File: config.mk
export PLATFORM = sky130hd
export DESIGN_NAME = svm_ctrl
export DESIGN_NICKNAME = d
export VERILOG_FILES = /design/src/pkg/svm_pkg.sv /design/src/logic/svm_ctrl.sv
export SDC_FILE = /design/constraint.sdc
export NUM_CORES = 1
export LEC_CHECK = 0
export ABC_AREA = 1
export BUFFER_PORTS_ARGS = -buffer_cell sky130_fd_sc_hd__buf_2
export CAP_MARGIN = 20
export CORE_ASPECT_RATIO = 1.25
export CORE_MARGIN = 2
export CORE_UTILIZATION = 30
export DETAILED_ROUTE_END_ITERATION = 10
export HOLD_SLACK_MARGIN = 0.03
export SYNTH_ARGS = -nofsm -noshare
export SYNTH_HDL_FRONTEND = slang
export SYNTH_SLANG_ARGS = --single-unit
File: constraint.sdc
create_clock -name core_clk -period 1.9 [get_ports core_clk]
set_clock_uncertainty 0.2 [all_clocks]
set_input_delay 0.38 -clock core_clk [delete_from_list [all_inputs] [get_ports core_clk]]
set_output_delay 0.38 -clock core_clk [all_outputs]
set_load 0.05 [all_outputs]
File: src/pkg/svm_pkg.sv
package svm_pkg;

  // Bus geometry
  localparam int unsigned SVM_AW = 12;
  localparam int unsigned SVM_DW = 32;

  // Register indices; byte address is four times the index
  localparam logic [9:0] SVM_IDX_MON  = 10'h046;
  localparam logic [9:0] SVM_IDX_IST  = 10'h060;
  localparam logic [9:0] SVM_IDX_ICLR = 10'h061;
  localparam logic [9:0] SVM_IDX_IEN  = 10'h062;

  // Field positions in the supply_monitor_control register
  localparam int unsigned SVM_B_SEL  = 0;
  localparam int unsigned SVM_B_STAT = 2;
  localparam int unsigned SVM_B_MASK = 4;
  localparam int unsigned SVM_B_DLY  = 5;

  // Values after reset
  localparam logic [1:0] SVM_RST_DLY    = 2'h2;
  localparam logic       SVM_RST_OFF_EN = 1'h1;
  localparam logic [1:0] SVM_RST_SEL    = 2'h0;
  localparam logic [1:0] SVM_OTP_SETTLE = 2'h2;

  // Falling delay codes
  localparam logic [1:0] SVM_DLY_NONE  = 2'h0;
  localparam logic [1:0] SVM_DLY_UNDEF = 2'h1;
  localparam logic [1:0] SVM_DLY_100   = 2'h2;
  localparam logic [1:0] SVM_DLY_250   = 2'h3;

  // Times and cycle counts, least times rounded up
  localparam int unsigned SVM_CLK_NS  = 25;
  localparam int unsigned SVM_T100_NS = 100000;
  localparam int unsigned SVM_T250_NS = 250000;
  localparam int unsigned SVM_CYC_100 =
    (SVM_T100_NS + SVM_CLK_NS - 1) / SVM_CLK_NS;
  localparam int unsigned SVM_CYC_250 =
    (SVM_T250_NS + SVM_CLK_NS - 1) / SVM_CLK_NS;
  localparam int unsigned SVM_CW = 14;

  // Interrupt event bits
  localparam int unsigned SVM_NEV     = 3;
  localparam int unsigned SVM_EV_FALL = 0;
  localparam int unsigned SVM_EV_RISE = 1;
  localparam int unsigned SVM_EV_OFF  = 2;

  // Bus responses
  localparam logic [1:0] SVM_RESP_OKAY   = 2'h0;
  localparam logic [1:0] SVM_RESP_SLVERR = 2'h2;

  // Supply status tracker states
  typedef enum logic [1:0] {
    SVM_ST_LOW  = 2'b00,
    SVM_ST_HIGH = 2'b01,
    SVM_ST_HOLD = 2'b10
  } svm_dst_t;

  // Whole state of the block
  typedef struct packed {
    logic                 cmp_s1;
    logic                 cmp_s2;
    logic [1:0]           otp_s1;
    logic [1:0]           otp_s2;
    logic [1:0]           otp_wait;
    logic                 otp_ld;
    svm_dst_t             dst;
    logic [SVM_CW-1:0]    cnt;
    logic                 ok;
    logic [1:0]           sel;
    logic [1:0]           dly;
    logic                 off_en;
    logic [SVM_NEV-1:0]   ist;
    logic [SVM_NEV-1:0]   ien;
    logic                 aw_have;
    logic [SVM_AW-1:0]    aw_addr;
    logic                 w_have;
    logic [7:0]           wdata;
    logic                 wstrb0;
    logic                 bvalid;
    logic [1:0]           bresp;
    logic                 rvalid;
    logic [SVM_DW-1:0]    rdata;
    logic [1:0]           rresp;
  } svm_state_t;

endpackage

File: src/logic/svm_ctrl.sv
// The AXI4-Lite interface to the registers was chosen for this implementation.
module svm_ctrl #(
  parameter int unsigned DLY_250_CYC = svm_pkg::SVM_CYC_250
) (
  input  wire logic                        core_clk,
  input  wire logic                        sys_rst,
  // Analogue comparator result and programmed default
  input  wire logic                        monitored_input,
  input  wire logic [1:0]                  otp_threshold_sel,
  // Analogue and system side
  output logic [1:0]                       threshold_sel,
  output logic                             supply_ok_status,
  output logic                             switch_off_req,
  output logic                             irq,
  // AXI4-Lite slave
  input  wire logic [svm_pkg::SVM_AW-1:0]  s_axi_awaddr,
  input  wire logic [2:0]                  s_axi_awprot,
  input  wire logic                        s_axi_awvalid,
  output logic                             s_axi_awready,
  input  wire logic [svm_pkg::SVM_DW-1:0]  s_axi_wdata,
  input  wire logic [3:0]                  s_axi_wstrb,
  input  wire logic                        s_axi_wvalid,
  output logic                             s_axi_wready,
  output logic [1:0]                       s_axi_bresp,
  output logic                             s_axi_bvalid,
  input  wire logic                        s_axi_bready,
  input  wire logic [svm_pkg::SVM_AW-1:0]  s_axi_araddr,
  input  wire logic [2:0]                  s_axi_arprot,
  input  wire logic                        s_axi_arvalid,
  output logic                             s_axi_arready,
  output logic [svm_pkg::SVM_DW-1:0]       s_axi_rdata,
  output logic [1:0]                       s_axi_rresp,
  output logic                             s_axi_rvalid,
  input  wire logic                        s_axi_rready
);
  import svm_pkg::*;

  svm_state_t r_q;
  svm_state_t r_d;

  // Cycle counts at the width of the counter
  localparam logic [SVM_CW-1:0] CNT_100 = SVM_CW'(SVM_CYC_100 - 1);
  logic [SVM_CW-1:0]           cnt_250;
  assign cnt_250 = SVM_CW'(DLY_250_CYC - 1);

  // Handshake outputs are plain decodes of held state
  assign s_axi_awready = !r_q.aw_have && !r_q.bvalid;
  assign s_axi_wready  = !r_q.w_have && !r_q.bvalid;
  assign s_axi_arready = !r_q.rvalid;
  assign s_axi_bvalid  = r_q.bvalid;
  assign s_axi_bresp   = r_q.bresp;
  assign s_axi_rvalid  = r_q.rvalid;
  assign s_axi_rdata   = r_q.rdata;
  assign s_axi_rresp   = r_q.rresp;

  // Outputs to the analogue side and the system
  assign threshold_sel    = r_q.sel;
  assign supply_ok_status = r_q.ok;
  assign switch_off_req   = r_q.off_en && !r_q.ok;
  assign irq              = |(r_q.ist & r_q.ien);

  // Register image of the monitor register
  logic [7:0] mon_img;
  always_comb begin
    mon_img = 8'h00;
    mon_img[SVM_B_SEL +: 2] = r_q.sel;
    mon_img[SVM_B_STAT]     = r_q.ok;
    mon_img[SVM_B_MASK]     = r_q.off_en;
    mon_img[SVM_B_DLY +: 2] = r_q.dly;
  end

  // Write decode of the held address, read decode of the live one
  logic [9:0] w_idx;
  logic [9:0] r_idx;
  logic       do_wr;
  logic       do_rd;
  assign w_idx = r_q.aw_addr[11:2];
  assign r_idx = s_axi_araddr[11:2];
  assign do_wr = r_q.aw_have && r_q.w_have && !r_q.bvalid;
  assign do_rd = s_axi_arvalid && !r_q.rvalid;

  // Next state of the whole block
  always_comb begin
    logic [SVM_NEV-1:0] ev;
    logic [SVM_NEV-1:0] clr;
    logic               cmp;
    logic               ok_n;
    ev   = '0;
    clr  = '0;
    cmp  = r_q.cmp_s2;
    ok_n = r_q.ok;
    r_d  = r_q;

    // Two-stage synchronisers; first stage feeds only the second
    r_d.cmp_s1 = monitored_input;
    r_d.cmp_s2 = r_q.cmp_s1;
    r_d.otp_s1 = otp_threshold_sel;
    r_d.otp_s2 = r_q.otp_s1;

    // Programmed default is taken once the synchroniser has settled
    if (r_q.otp_wait != 2'h0) begin
      r_d.otp_wait = r_q.otp_wait - 2'h1;
    end else if (r_q.otp_ld) begin
      r_d.sel    = r_q.otp_s2;
      r_d.otp_ld = 1'b0;
    end

    // Status tracker: delay only on the way down
    case (r_q.dst)
      SVM_ST_HIGH: begin
        if (!cmp) begin
          ev[SVM_EV_FALL] = 1'b1;
          if (r_q.dly == SVM_DLY_100) begin
            r_d.dst = SVM_ST_HOLD;
            r_d.cnt = CNT_100;
          end else if (r_q.dly == SVM_DLY_250) begin
            r_d.dst = SVM_ST_HOLD;
            r_d.cnt = cnt_250;
          end else begin
            // Codes 00 and 01 drop at once
            r_d.dst = SVM_ST_LOW;
          end
        end
      end
      SVM_ST_HOLD: begin
        if (cmp) begin
          // Recovery inside the window cancels the drop
          r_d.dst = SVM_ST_HIGH;
        end else if (r_q.cnt == '0) begin
          r_d.dst = SVM_ST_LOW;
        end else begin
          r_d.cnt = r_q.cnt - SVM_CW'(1);
        end
      end
      SVM_ST_LOW: begin
        if (cmp) begin
          ev[SVM_EV_RISE] = 1'b1;
          r_d.dst = SVM_ST_HIGH;
        end
      end
      default: begin
        r_d.dst = SVM_ST_LOW;
      end
    endcase

    // Status bit follows the tracker state
    ok_n     = (r_d.dst != SVM_ST_LOW);
    r_d.ok   = ok_n;
    if (r_q.ok && !ok_n && r_q.off_en) begin
      ev[SVM_EV_OFF] = 1'b1;
    end

    // Address and data channels are taken in either order
    if (s_axi_awvalid && !r_q.aw_have && !r_q.bvalid) begin
      r_d.aw_have = 1'b1;
      r_d.aw_addr = s_axi_awaddr;
    end
    if (s_axi_wvalid && !r_q.w_have && !r_q.bvalid) begin
      r_d.w_have = 1'b1;
      r_d.wdata  = s_axi_wdata[7:0];
      r_d.wstrb0 = s_axi_wstrb[0];
    end

    // Write takes effect once both halves are held
    if (do_wr) begin
      r_d.aw_have = 1'b0;
      r_d.w_have  = 1'b0;
      r_d.bvalid  = 1'b1;
      r_d.bresp   = SVM_RESP_OKAY;
      case (w_idx)
        SVM_IDX_MON: begin
          // Status and spare bits ignore writes
          if (r_q.wstrb0) begin
            r_d.sel    = r_q.wdata[SVM_B_SEL +: 2];
            r_d.off_en = r_q.wdata[SVM_B_MASK];
            r_d.dly    = r_q.wdata[SVM_B_DLY +: 2];
          end
        end
        SVM_IDX_ICLR: begin
          if (r_q.wstrb0) begin
            clr = r_q.wdata[SVM_NEV-1:0];
          end
        end
        SVM_IDX_IEN: begin
          if (r_q.wstrb0) begin
            r_d.ien = r_q.wdata[SVM_NEV-1:0];
          end
        end
        SVM_IDX_IST: begin
          // Read-only: accepted, no effect
          r_d.bresp = SVM_RESP_OKAY;
        end
        default: begin
          r_d.bresp = SVM_RESP_SLVERR;
        end
      endcase
    end
    if (r_q.bvalid && s_axi_bready) begin
      r_d.bvalid = 1'b0;
    end

    // Sticky events; a new event beats a clear in the same cycle
    for (int i = 0; i < SVM_NEV; i++) begin
      r_d.ist[i] = (r_q.ist[i] && !clr[i]) || ev[i];
    end

    // Read data is captured at the address handshake
    if (do_rd) begin
      r_d.rvalid = 1'b1;
      r_d.rresp  = SVM_RESP_OKAY;
      r_d.rdata  = '0;
      case (r_idx)
        SVM_IDX_MON: begin
          r_d.rdata[7:0] = mon_img;
        end
        SVM_IDX_IST: begin
          r_d.rdata[SVM_NEV-1:0] = r_q.ist;
        end
        SVM_IDX_IEN: begin
          r_d.rdata[SVM_NEV-1:0] = r_q.ien;
        end
        SVM_IDX_ICLR: begin
          // Write-only register reads as zero
          r_d.rresp = SVM_RESP_OKAY;
        end
        default: begin
          r_d.rresp = SVM_RESP_SLVERR;
        end
      endcase
    end else if (r_q.rvalid && s_axi_rready) begin
      r_d.rvalid = 1'b0;
    end

    // Synchronous reset overrides everything with constants
    if (sys_rst) begin
      r_d          = '0;
      r_d.dst      = SVM_ST_LOW;
      r_d.sel      = SVM_RST_SEL;
      r_d.dly      = SVM_RST_DLY;
      r_d.off_en   = SVM_RST_OFF_EN;
      r_d.otp_wait = SVM_OTP_SETTLE;
      r_d.otp_ld   = 1'b1;
    end
  end

  // Single state register
  always_ff @(posedge core_clk) begin
    r_q <= r_d;
  end

endmodule

---- Yosys cells after proc, flatten, opt, wreduce, memory -nomap -nowiden ----
Index checks and enable logic that the tools add are counted.
storage, ports and cells
  output and inout bits ................... 46
  bits of input ports ..................... 76
  word-level logic and storage cells ...... 116
  bits in registers ....................... 73
operators by class
  multiplexer cells ....................... 30
  equal/unequal tests ..................... 16
  reductions and logical operators ........ 43
  bitwise logic cells ..................... 1
  $add $sub $neg .......................... 2
operators with widths
  operator                                                               number
  10-bit by 7-bit == test with 1-bit output (second input constant)      8
  14-bit 2-to-1 mux                                                      3
  16-bit 2-to-1 mux                                                      2
  14-bit one-hot mux with 2 select lines                                 1
  1-bit logical AND                                                      17
  2-bit 2-to-1 mux                                                       8
  5-bit 2-to-1 mux                                                       3
  14-bit logical NOT                                                     1
  14-bit by 1-bit subtractor with 14-bit output (second input constant)  1
  1-bit logical NOT                                                      9
  3-bit 2-to-1 mux                                                       3
  3-bit one-hot mux with 3 select lines                                  1
  2-bit nonzero test                                                     4
  4-bit OR reduction                                                     2
  1-bit 2-to-1 mux                                                       7
  2-bit == test (second input constant)                                  3
  2-bit inequality test (second input constant)                          3
  2-bit one-hot mux with 3 select lines                                  1
  3-bit AND reduction                                                    2
  5-bit AND reduction                                                    1
  4-bit 2-to-1 mux                                                       1
  2-bit OR reduction                                                     2
  3-bit bitwise AND                                                      1
  1-bit logical OR                                                       3
  other kinds (5)                                                        5

---- Logic depth before layout (Yosys ltp) ----
  word-level depth ........................ 11
  gate-level depth with buffers ........... 10
  depth with buffers taken out ............ 10

---- Least setup slack after synthesis ----
Ideal clock, no wire load.
  path type ............................... register -> register
  start ................................... reg r_q, in the netlist s_axi_bvalid
  end ..................................... reg r_q[56] in the netlist's numbering
  data arrival time ....................... 1,987 ps
  setup slack ............................. -403 ps
  path buffers ............................ 1
  setup time .............................. 116 ps
  period minus slack after synthesis ...... 2,303 ps
  stages on the path, launching flop included .. 6
  data required time ...................... 1,584 ps
  path through ............................ dfxtp_1 nor2_1 nand2_1 clkbuf_1 o21ai_0 nor2_1
on the way
  longest elaborated chain between the ends .. 2
RTL lines
  what                    RTL line         source
  from (decl)             svm_ctrl.sv:38   svm_state_t r_q;
  from (signal assigned)  svm_ctrl.sv:248  r_q <= r_d;
  1-bit logical NOT       svm_ctrl.sv:154  if (s_axi_awvalid && !r_q.aw_have && !r_q.bvalid) begin
  1-bit logical AND       svm_ctrl.sv:154
No other way between the ends.
A chain may end at the register's enable or synchronous reset.

---- Final worst setup path ----
  start ................................... reg r_q, in the netlist s_axi_bvalid
  end ..................................... out s_axi_wready
on the way
  longest elaborated chain between the ends .. 2
RTL lines
  what               RTL line        source
  1-bit logical NOT  svm_ctrl.sv:48  assign s_axi_wready = !r_q.w_have && !r_q.bvalid;
  1-bit logical AND  svm_ctrl.sv:48
  to (decl)          svm_ctrl.sv:23  output logic s_axi_wready,
No other way between the ends.

==> impl_metrics.py <==
metrics = {
    "grt": {
        "grt-ovfl-total": 0,
        "antenna_found_initial": 0,
        "grt_first_pass_wirelength_um": 12350,
        "grt_max_degree": 46,
        "grt_pass1_vias": 2814,
        "grt_usage_pct": 12.83,
    },
    "yosys": {
        "ys_warn_count": 0,
        "synth-edff-count": 0,
        "ys_top_cells_by_count": "nor2_1, nand2_1, dfxtp_1, inv_1, o21ai_0",
        "syn_area_um2": 3359,
        "synth.most_common_cell": "nor2_1",
        "ys.flop_type": "dfxtp_1",
        "async_flop_share_pct": 0,
        "yosys.cell_types.count": 36,
        "synth_area_leader_cell": "dfxtp_1",
        "synthCells": 488,
        "synth_top_area_share_pct": 39.33,
        "synth_area_per_cell_um2": 6.884,
        "synth-seq-cells": 66,
        "ys_seq_area_share_pct": 39.33,
        "synth_area_leaders": "dfxtp_1, nor2_1, buf_4",
    },
    "cts": {
        "cts.clk_slew.worst_paths_ns": 0.06,
        "clk_latency_ns": 0.33,
        "postCtsResizedCells": 0,
        "clock_sinks": 66,
        "cts_buffers": 9,
        "ctsLongestPathBuffers": 2,
        "cts.root.buffer_cell": "clkbuf_16",
        "hold_buffers": 0,
        "cts_tree": "built",
        "post-cts-setup-buffers": 0,
        "htreeDepth": 3,
    },
    "sta": {
        "worst_pin_slew_ns": 0.5110,
        "whs_ns": 0.04899,
        "setup_viol": 0,
        "fin_tns_setup_ns": 0,
        "drv_slew": 0,
        "post-route-period-util_pct": 91.81,
        "fin_crit_ns": 1.744,
        "hold_viol": 0,
        "relSlewSlack_pct": 65.85,
        "rsz0062_at_grt": "false",
        "max_freq_mhz": 573.3,
    },
    "detailed_routing": {
        "drc": 0,
        "wl_per_cell_um": 11.27,
        "drt_iter0_markers": 145,
        "antenna_left": 0,
        "dr.pass1.iters": 4,
        "drt_wl_total_um": 7643,
        "route.vias.total": 3038,
        "avgViaCountPerCell": 4.481,
    },
    "setup_path": {
        "reg2reg_depth": 9,
        "cp.required_ns": 1.32,
        "crit_chain": "buf_4 > nor2_4 > buf_2",
        "regToRegEndpoint": "threshold_sel[0]",
        "path_class": "reg2out",
        "worstReg2RegStart": "r_q[47]",
        "cp_max_fo": 4,
        "slowest_stage": "dfxtp_1",
        "max_stage_delay_ns": 0.31,
        "critical_path.startpoint_type": "flop",
        "crit_family": "buffers and inverters",
        "r2r_setup_slack_ns": 0.16,
        "worstPathArrival_ns": 1.16,
        "cp_num_buf_inv": 2,
        "cp-end-kind": "output pin",
    },
    "finish": {
        "drive_gt1_share_pct": 18.42,
        "fin_nets": 616,
        "multi_input_area_um2": 1602,
        "num_antenna_cells": 0,
        "stdcell_area_um2": 3988,
        "final_util_pct": 36.15,
        "nFillCells": 1163,
        "regArea_um2": 1323,
        "fin_cells": 678,
        "areaGrowthSynthToFinish_pct": 18.70,
    },
    "worst_hold_path": {
        "whs_endpoint": "r_q[97]",
        "min_path_type": "in2reg",
        "min_from": "monitored_input",
        "holdPathStages": 3,
    },
    "floorplanning": {
        "core-area_um2": 11030,
        "fp.dieW_um": 98.65,
        "die_y_um": 122.3,
        "io-pin-count": 122,
        "rows": 43,
        "initial_core_util_pct": 30.46,
        "dieArea_um2": 12070,
    },
    "place": {
        "dpl.hpwl_um": 5740,
        "port_buffers": 54,
        "dpl_cell_area_um2": 3646,
        "dpl.cell_count": 662,
        "gp_congestion": 0.8565,
    },
    "power": {
        "pwr_density_cell_nw_per_um2": 1034,
        "ir_worst_vdd_uv": 313.8,
        "leakage_nw": 1.930,
    },
    "outcome": {
        "status": "complete, no violations",
    },
    "job": {
        "drv_cap": 0,
    },
}
## cells by family after synthesis
logic type	share of synthesized area, %
AOI/OAI and AO/OA	14.49
xor gates and xnor gates	0.5215
adders and majority gates	0.7448
buffers and inverters	16.80
DFF	39.33
muxes	0.6703
other	0.1116
and+or+nand+nor	27.34
## cells in the final DEF, fill, tap and decap left out, types with 2 or more instances in the layout
cell / count
clkbuf_16: 9
nand2_1: 74
mux2_2: 2
o211ai_1: 3
o21ai_1: 7
inv_2: 2
dfxtp_1: 65
a21oi_2: 3
nand3_1: 27
nor3_1: 3
nor4_1: 2
nor2_2: 4
o21ai_0: 41
conb_1: 28
nand2_2: 3
nor2_1: 85
buf_4: 5
clkbuf_8: 2
bufinv_16: 2
a21oi_1: 32
nand4_1: 7
buf_2: 54
inv_1: 58
nor2_4: 4
xor2_1: 2
## layout make-up
class	instances	area share (%)
clock inverter	4	1.851
multi-input combinational	339	40.16
sequential	66	33.17
timing repair buffer	60	8.221
clock buffer	12	6.432
tap	135	4.236
inverter	62	5.930
## state kept, by name (all words and copies together), names as in the netlist
register	cells
r_q	50
s_axi_rdata	6
mon_img	3
threshold_sel	2
s_axi_bresp	1
s_axi_bvalid	1
s_axi_rresp	1
s_axi_rvalid	1
supply_ok_status	1
## layer usage
layer	routed length, um	GRT usage (%)	part of all wire (%)
met2	3833	22.92	50
met3	340	3.303	4.4
met5	0	0	0
met4	146	6.164	1.9
met1	3322	14.16	43
## report_power, final
| part | internal [mW] | leakage (nW) | switching, mW |
|---|---|---|---|
| sequential | 1.49 | 0.542 | 0.0674 |
| combinational | 0.212 | 1.23 | 0.529 |
| clock | 1.22 | 0.163 | 0.601 |
| total | 2.92 | 1.93 | 1.20 |
## through the flow
stage          power [mW]  setup WS (ns)
6_report            4.122         0.1557
4_1_cts             4.159         0.1210
3_3_place_gp        2.307         0.1608
3_5_place_dp        2.327         0.1561
5_1_grt             4.301        0.01671
2_1_floorplan       2.220        0.03788
## worst max path at each step
stage / endpoint / depth (start not counted) / startpoint
detailed placement: r_q[80] / 10 / r_q[73]
floorplan: r_q[56] / 5 / s_axi_bvalid
finish: s_axi_wready / 3 / s_axi_bvalid
global placement: r_q[80] / 10 / r_q[73]
global route: r_q[77] / 10 / r_q[73]
CTS: r_q[80] / 10 / r_q[73]
## worst reg2reg max path, delay by kind of cell (launching register included)
kind | cells | cell delay, ns
flops | 1 | 0.37
simple gates | 7 | 0.90
buf+inv | 2 | 0.16
No activity file was read; power rests on OpenSTA's default activity.
